$ cat config.mk
export PLATFORM = sky130hd
export DESIGN_NAME = cas_alarm_status
export DESIGN_NICKNAME = d
export VERILOG_FILES = /design/src/core/cas_pkg.sv /design/src/core/cas_alarm_status.sv
export VERILOG_INCLUDE_DIRS = /design/src /design/src/core
export SDC_FILE = /design/constraint.sdc
export NUM_CORES = 1
export LEC_CHECK = 0
export BUFFER_PORTS_ARGS = -buffer_cell sky130_fd_sc_hd__buf_4
export CAP_MARGIN = 20
export CORE_UTILIZATION = 44
export DETAILED_ROUTE_END_ITERATION = 16
export SYNTH_ARGS = -nofsm -noshare
export SYNTH_HDL_FRONTEND = slang
export SYNTH_SLANG_ARGS = --single-unit
$ cat constraint.sdc
create_clock -name clk -period 3.3 [get_ports clk]
set_input_delay 0.66 -clock clk [delete_from_list [all_inputs] [get_ports clk]]
set_output_delay 0.66 -clock clk [all_outputs]
set_load 0.1 [all_outputs]
$ cat src/core/cas_consts.svh
// constants for the channel alarm status block
`ifndef CAS_CONSTS_SVH
`define CAS_CONSTS_SVH
`define CAS_ALARM_STATUS_ADDR 8'h03
`define CAS_RESET_VALUE 8'h00
`define CAS_BIT_DMO 0
`define CAS_BIT_RLOS 1
`define CAS_BIT_RLOL 2
`define CAS_BIT_FL 3
`define CAS_BIT_ALOS 4
`define CAS_BIT_DLOS 5
`define CAS_BIT_PSL 6
`define CAS_CHG_RLOS 0
`define CAS_CHG_FL 1
`define CAS_DMO_PERIODS 128
`define CAS_E3_ABS_BITS 10
`define CAS_DS3_ABS_BITS 100
`define CAS_LOCK_WINDOW 2000
`define CAS_LOCK_TOL 10
`define CAS_FIFO_MARGIN 2
`endif

$ cat src/core/cas_pkg.sv
// types for the channel alarm status block
package cas_pkg;
    typedef enum logic [1:0] {
        cas_rate_e3,
        cas_rate_ds3,
        cas_rate_sts1
    } cas_rate_e;
endpackage

$ cat src/core/cas_alarm_status.sv
// per-channel alarm status register with its detectors
`timescale 1ns/1ps
`include "cas_consts.svh"
module cas_alarm_status #(
    parameter int FIFO_DEPTH = 32,
    parameter int DMO_PERIODS = `CAS_DMO_PERIODS
) (
    input wire logic clk,
    input wire logic sys_rst,
    input wire cas_pkg::cas_rate_e rate_mode,
    input wire logic tx_clk_en,
    input wire logic transmit_line_pair,
    input wire logic rx_bit_en,
    input wire logic rx_pulse,
    input wire logic rx_amplitude_low,
    input wire logic ref_tick,
    input wire logic rec_tick,
    input wire logic [5:0] fifo_fill,
    input wire logic prbs_enable,
    input wire logic prbs_in_sync,
    input wire logic [7:0] host_addr,
    input wire logic host_rd,
    input wire logic host_wr,
    output logic [7:0] host_rdata,
    output logic [7:0] channel_alarm_status,
    output logic [1:0] change_flags
);
    // ------------------------------------------------------------
    // parameter checks
    // ------------------------------------------------------------
    if (FIFO_DEPTH != 16 && FIFO_DEPTH != 32) begin : g_bad_depth
        $error("fifo depth must be 16 or 32");
    end
    if (DMO_PERIODS < 2 || DMO_PERIODS > 255) begin : g_bad_dmo
        $error("driver monitor count out of range");
    end

    // ------------------------------------------------------------
    // input synchronisers
    // ------------------------------------------------------------
    logic [6:0] s1_r, s2_r;
    always_ff @(posedge clk or posedge sys_rst) begin
        if (sys_rst) begin
            s1_r <= 7'h00;
            s2_r <= 7'h00;
        end else begin
            s1_r <= {prbs_in_sync, prbs_enable, rx_amplitude_low,
                     rx_pulse, transmit_line_pair, rec_tick, ref_tick};
            s2_r <= s1_r;
        end
    end
    logic ref_s, rec_s, txp_s, rxp_s, amp_s, pen_s, psy_s;
    assign {psy_s, pen_s, amp_s, rxp_s, txp_s, rec_s, ref_s} = s2_r;

    // ------------------------------------------------------------
    // driver output monitor
    // ------------------------------------------------------------
    logic txp_d_r;
    logic [7:0] dmo_cnt_r;
    logic dmo_r;
    always_ff @(posedge clk or posedge sys_rst) begin
        if (sys_rst) begin
            txp_d_r <= 1'b0;
            dmo_cnt_r <= 8'h00;
            dmo_r <= 1'b0;
        end else begin
            txp_d_r <= txp_s;
            if (txp_s != txp_d_r) begin
                dmo_cnt_r <= 8'h00;
                dmo_r <= 1'b0;
            end else if (tx_clk_en) begin
                if (dmo_cnt_r == 8'(DMO_PERIODS - 1))
                    dmo_r <= 1'b1;
                else
                    dmo_cnt_r <= dmo_cnt_r + 8'h01;
            end
        end
    end

    // ------------------------------------------------------------
    // pulse absence and analog loss
    // ------------------------------------------------------------
    logic [7:0] abs_cnt_r;
    logic dlos_r, alos_r;
    logic [7:0] abs_limit;
    assign abs_limit = (rate_mode == cas_pkg::cas_rate_e3) ?
        8'(`CAS_E3_ABS_BITS) : 8'(`CAS_DS3_ABS_BITS);
    always_ff @(posedge clk or posedge sys_rst) begin
        if (sys_rst) begin
            abs_cnt_r <= 8'h00;
            dlos_r <= 1'b0;
        end else if (rxp_s) begin
            abs_cnt_r <= 8'h00;
            dlos_r <= 1'b0;
        end else if (rx_bit_en) begin
            if (abs_cnt_r == abs_limit - 8'h01)
                dlos_r <= 1'b1;
            else
                abs_cnt_r <= abs_cnt_r + 8'h01;
        end
    end
    always_ff @(posedge clk or posedge sys_rst) begin
        if (sys_rst)
            alos_r <= 1'b0;
        else if (rate_mode == cas_pkg::cas_rate_e3)
            alos_r <= amp_s & dlos_r;
        else
            alos_r <= amp_s;
    end

    // ------------------------------------------------------------
    // lock monitor: compare tick counts over a window
    // ------------------------------------------------------------
    // window closes after a fixed count of reference edges
    // recovered count saturates so a runaway clock cannot wrap
    logic [11:0] ref_cnt_r, rec_cnt_r;
    logic ref_d_r, rec_d_r, rlol_r;
    logic [11:0] diff;
    assign diff = (rec_cnt_r > ref_cnt_r) ? rec_cnt_r - ref_cnt_r :
        ref_cnt_r - rec_cnt_r;
    always_ff @(posedge clk or posedge sys_rst) begin
        if (sys_rst) begin
            ref_cnt_r <= 12'h000;
            rec_cnt_r <= 12'h000;
            ref_d_r <= 1'b0;
            rec_d_r <= 1'b0;
            rlol_r <= 1'b0;
        end else begin
            ref_d_r <= ref_s;
            rec_d_r <= rec_s;
            if (ref_cnt_r == 12'(`CAS_LOCK_WINDOW)) begin
                rlol_r <= diff > 12'(`CAS_LOCK_TOL);
                ref_cnt_r <= 12'h000;
                rec_cnt_r <= 12'h000;
            end else begin
                if (ref_s & ~ref_d_r)
                    ref_cnt_r <= ref_cnt_r + 12'h001;
                if (rec_s & ~rec_d_r & (rec_cnt_r != 12'hfff))
                    rec_cnt_r <= rec_cnt_r + 12'h001;
            end
        end
    end

    // ------------------------------------------------------------
    // status assembly and change flags
    // ------------------------------------------------------------
    logic fl;
    assign fl = (fifo_fill <= 6'(`CAS_FIFO_MARGIN)) ||
        (fifo_fill >= 6'(FIFO_DEPTH - `CAS_FIFO_MARGIN));
    logic [7:0] status_nxt;
    always_comb begin
        status_nxt = `CAS_RESET_VALUE;
        status_nxt[`CAS_BIT_DMO] = dmo_r;
        status_nxt[`CAS_BIT_RLOS] = dlos_r | alos_r;
        status_nxt[`CAS_BIT_RLOL] = rlol_r;
        status_nxt[`CAS_BIT_FL] = fl;
        status_nxt[`CAS_BIT_ALOS] = alos_r;
        status_nxt[`CAS_BIT_DLOS] = dlos_r;
        status_nxt[`CAS_BIT_PSL] = pen_s & ~psy_s;
    end

    // ------------------------------------------------------------
    // host address decode
    // ------------------------------------------------------------
    function automatic logic addr_is(input logic [7:0] addr,
        input logic [7:0] target);
        addr_is = addr == target;
    endfunction
    logic rd_hit;
    assign rd_hit = host_rd && addr_is(host_addr, `CAS_ALARM_STATUS_ADDR);
    logic chg_rd;
    assign chg_rd = host_rd &&
        addr_is(host_addr, `CAS_ALARM_STATUS_ADDR - 8'h01);
    always_ff @(posedge clk or posedge sys_rst) begin
        if (sys_rst)
            channel_alarm_status <= `CAS_RESET_VALUE;
        else
            channel_alarm_status <= status_nxt;
    end
    logic [1:0] chg_set;
    assign chg_set[`CAS_CHG_RLOS] = status_nxt[`CAS_BIT_RLOS] !=
        channel_alarm_status[`CAS_BIT_RLOS];
    assign chg_set[`CAS_CHG_FL] = status_nxt[`CAS_BIT_FL] !=
        channel_alarm_status[`CAS_BIT_FL];
    always_ff @(posedge clk or posedge sys_rst) begin
        if (sys_rst)
            change_flags <= 2'h0;
        else
            change_flags <= chg_set |
                (chg_rd ? 2'h0 : change_flags);
    end
    always_ff @(posedge clk or posedge sys_rst) begin
        if (sys_rst)
            host_rdata <= 8'h00;
        else if (rd_hit)
            host_rdata <= channel_alarm_status;
        else if (chg_rd)
            host_rdata <= {6'h00, change_flags};
        else
            host_rdata <= 8'h00;
    end
    // writes reach no storage; the strobe is only sunk here
    logic wr_ignored;
    assign wr_ignored = host_wr;
endmodule

==> flow_summary.json <==
{
  "finalSetupTns_ns": 0,
  "insertion_delay_ns": 0.34,
  "cp.arrival_ns": 3.28,
  "nFillCells": 912,
  "synth-seq-area-share_pct": 44.57,
  "status": "finished, final reports clean",
  "timing.final.hold_violations": 0,
  "crit_path_top_delay_cell": "or4_1",
  "power_frac_clock_pct": 23.8,
  "wl_per_cell_um": 13.66,
  "cts_setup_buffers": 0,
  "slew-limit-headroom_pct": 49.08,
  "setup_viol": 0,
  "postSynthAreaPerCell_sq_um": 9.606,
  "n_antenna_cell": 0,
  "cp_top_family": "compound AO/OA/AOI/OAI gates",
  "synth_seq_cells": 77,
  "routed_wl_mm": 8.608,
  "area.sequential_sq_um": 1928,
  "seqPwrFrac_pct": 30.7,
  "syn_to_final_growth_pct": 16.38,
  "drc_errors": 0,
  "rows": 35,
  "internal_power_mw": 2.306,
  "cts_buffer_depth": 2,
  "syn-cell-area_sq_um": 4323,
  "layout-drive-gt1-share_pct": 14.97,
  "cp_data_required_time_ns": 3.53,
  "cts_sinks": 77,
  "path_cells": "inv_1 > ha_1 > inv_1 > fa_1 > a21o_1 > a221o_1 > a221oi_2 > a31oi_1 > or4_1 > nor4_2 > o21ai_1",
  "start_util_pct": 46.13,
  "grt_start_max_net_pins": 29,
  "cts-root-buf": "clkbuf_8",
  "clock.fmax_mhz": 327.5,
  "h-tree-depth": 3,
  "worst-setup-path-type": "reg2reg",
  "fin_crit_ns": 3.054,
  "multi_input_area_sq_um": 2176,
  "dr_total_vias": 3255,
  "maxCapViolCount": 0,
  "synthCells": 450,
  "combPwrFrac_pct": 45.5,
  "crit_path_start_kind": "flop",
  "vdd_drop_max_uv": 356.3,
  "drtIter0Drc": 164,
  "cts_tree": "done",
  "synth_edf_count": 0,
  "slowest_delay_ns": 0.58,
  "cp_num_buf_inv": 2,
  "fp.dieW_um": 101.1,
  "p_sw_mw": 1.363,
  "layout_common_cells": "dfrtp_1 (76), nor2_1 (53), buf_4 (49), inv_1 (39), xnor2_1 (32)",
  "ys_types": 59,
  "portBuffers": 43,
  "hpwl_mm": 6.587,
  "endpoint_kind": "flop",
  "async_flop_share_pct": 100.0,
  "gr-total-overflow": 0,
  "synthFlopType": "dfrtp_1",
  "netSwitchingFraction_pct": 37.16,
  "worstMarginPinSlew_ns": 0.7573,
  "gp_congestion": 0.8113,
  "power_mw": 3.669,
  "cts.reportedPaths.clkPinSlew_ns": 0.09,
  "post-route-period-util_pct": 92.53,
  "via_per_inst": 5.167,
  "dieHeight_um": 101.1,
  "io_pins": 47,
  "hold_class": "in2async",
  "grt.total_usage_pct": 18.90,
  "skew_ns": 0.008491,
  "post_cts_resized": 0,
  "fp.dieArea_sq_um": 10230,
  "rsz0062_at_grt": "no",
  "p_per_area_nw_per_um2": 729.2,
  "first_pass_iters": 4,
  "cts_made_buffers": 9,
  "nets": 555,
  "post-route-util_pct": 53.68,
  "worstPathMaxFanout": 5,
  "layout_commonest_cell": "dfrtp_1",
  "path_common_cell": "inv_1",
  "grt_pass1_vias": 3285,
  "coreArea_sq_um": 9371,
  "leakage_nw": 2.408,
  "ant_nets": 0,
  "antenna_found_initial": 0,
  "cts_hold_buf": 0,
  "grt_pass1_wl_mm": 15.21,
  "ys_warn_count": 0,
  "slew_violations": 0
}
## per-layer routing
layer  GRT usage (%)  vias up  routed length, um
li1                -     1632                  -
met1           26.22     1562               4332
met2           30.61       52               3931
met3           2.913        9                237
met4           5.797        0                107
met5               0        -                  0
## area by class of cell
| class | count | area share [%] |
|---|---|---|
| sequential | 77 | 38.32 |
| tap | 129 | 3.208 |
| inverter | 40 | 3.009 |
| timing repair buffer | 49 | 7.312 |
| clock inverter | 6 | 2.363 |
| clock buffer | 10 | 2.537 |
| multi-input combinational | 319 | 43.25 |
## synthesized netlist by cell type (all sizes together) (5+ instances only)
library cell	n	share of area [%]
dfrtp	77	45
nor2	53	4.6
inv	40	3.5
xnor2	32	6.5
ha	28	8.1
nand2	28	2.4
a21oi	25	2.9
o21ai	14	1.6
nand3	13	1.5
and3	11	1.6
nand4	11	1.6
clkbuf	9	0.78
nor3	9	1.0
xor2	9	1.8
a21o	8	1.4
buf	6	1.1
mux2i	5	1.2
nor2b	5	0.72
or3	5	0.72
## worst register-to-register path, stage by stage (launching register included)
cell      delay [ns]
dfrtp_2         0.45
inv_1           0.07
ha_1            0.15
inv_1           0.05
fa_1            0.40
a21o_1          0.19
a221o_1         0.40
a221oi_2        0.24
a31oi_1         0.12
or4_1           0.58
nor4_2          0.19
o21ai_1         0.10
## cell families after synthesis
kind of cell / after synthesis / synth area share [%]
AOI/OAI and AO/OA: 78 / 12.07
buffers and inverters: 55 / 5.325
adders and majority gates: 30 / 9.031
other: 1 / 0.08675
and+or+nand+nor: 162 / 18.84
DFF: 77 / 44.57
xor gates and xnor gates: 41 / 8.307
muxes: 6 / 1.766
## flip-flops by register name (all words and copies together), names as in the netlist
signal	flops
s1_r	7
change_flags	2
rlol_r	1
s2_r	7
host_rdata	7
channel_alarm_status	7
ref_d_r	1
dlos_r	1
dmo_cnt_r	8
abs_cnt_r	8
dmo_r	1
rec_d_r	1
alos_r	1
ref_cnt_r	12
txp_d_r	1
rec_cnt_r	12
## final timing paths
kind / depth (start not counted) / from / slack (ns) / end
worst max-delay path: 11 / rec_cnt_r[0]$_DFFE_PP0P_ / 0.25 / rlol_r$_DFFE_PP0N_
worst max register to register: 11 / rec_cnt_r[0]$_DFFE_PP0P_ / 0.25 / rlol_r$_DFFE_PP0N_
worst min register to register: 0 / s1_r[1]$_DFF_PP0_ / 0.35 / s2_r[1]$_DFF_PP0_
max in group asynchronous: 3 / sys_rst / 2.29 / rec_cnt_r[11]$_DFFE_PP0P_
worst min-delay path: 2 / sys_rst / 0.31 / s1_r[2]$_DFF_PP0_
min in group clk: 0 / s1_r[1]$_DFF_PP0_ / 0.35 / s2_r[1]$_DFF_PP0_
## power groups by stage
stage               Sequential, mW  Combinational [mW]  Clock (mW)
CTS                           1.12                1.64       0.895
floorplan                     1.15                1.32           0
finish                        1.13                1.67       0.874
global route                  1.14                1.88       0.931
global placement              1.14                1.62           0
detailed placement            1.14                1.63           0
## per-stage QoR
stage / hold WS (ns) / worst slack (ns) / cells / instance area [sq um]
2_1_floorplan: 0.3312 / 0.4249 / 451 / 4327
3_3_place_gp: 0.3334 / 0.1093 / 614 / 4777
3_5_place_dp: 0.3355 / 0.08117 / 614 / 4777
4_1_cts: 0.3149 / 0.05338 / 630 / 5024
5_1_grt: 0.3328 / 0.02016 / 630 / 5031
6_report: 0.3099 / 0.2464 / 630 / 5031
Power figures use the tool's default switching activity.
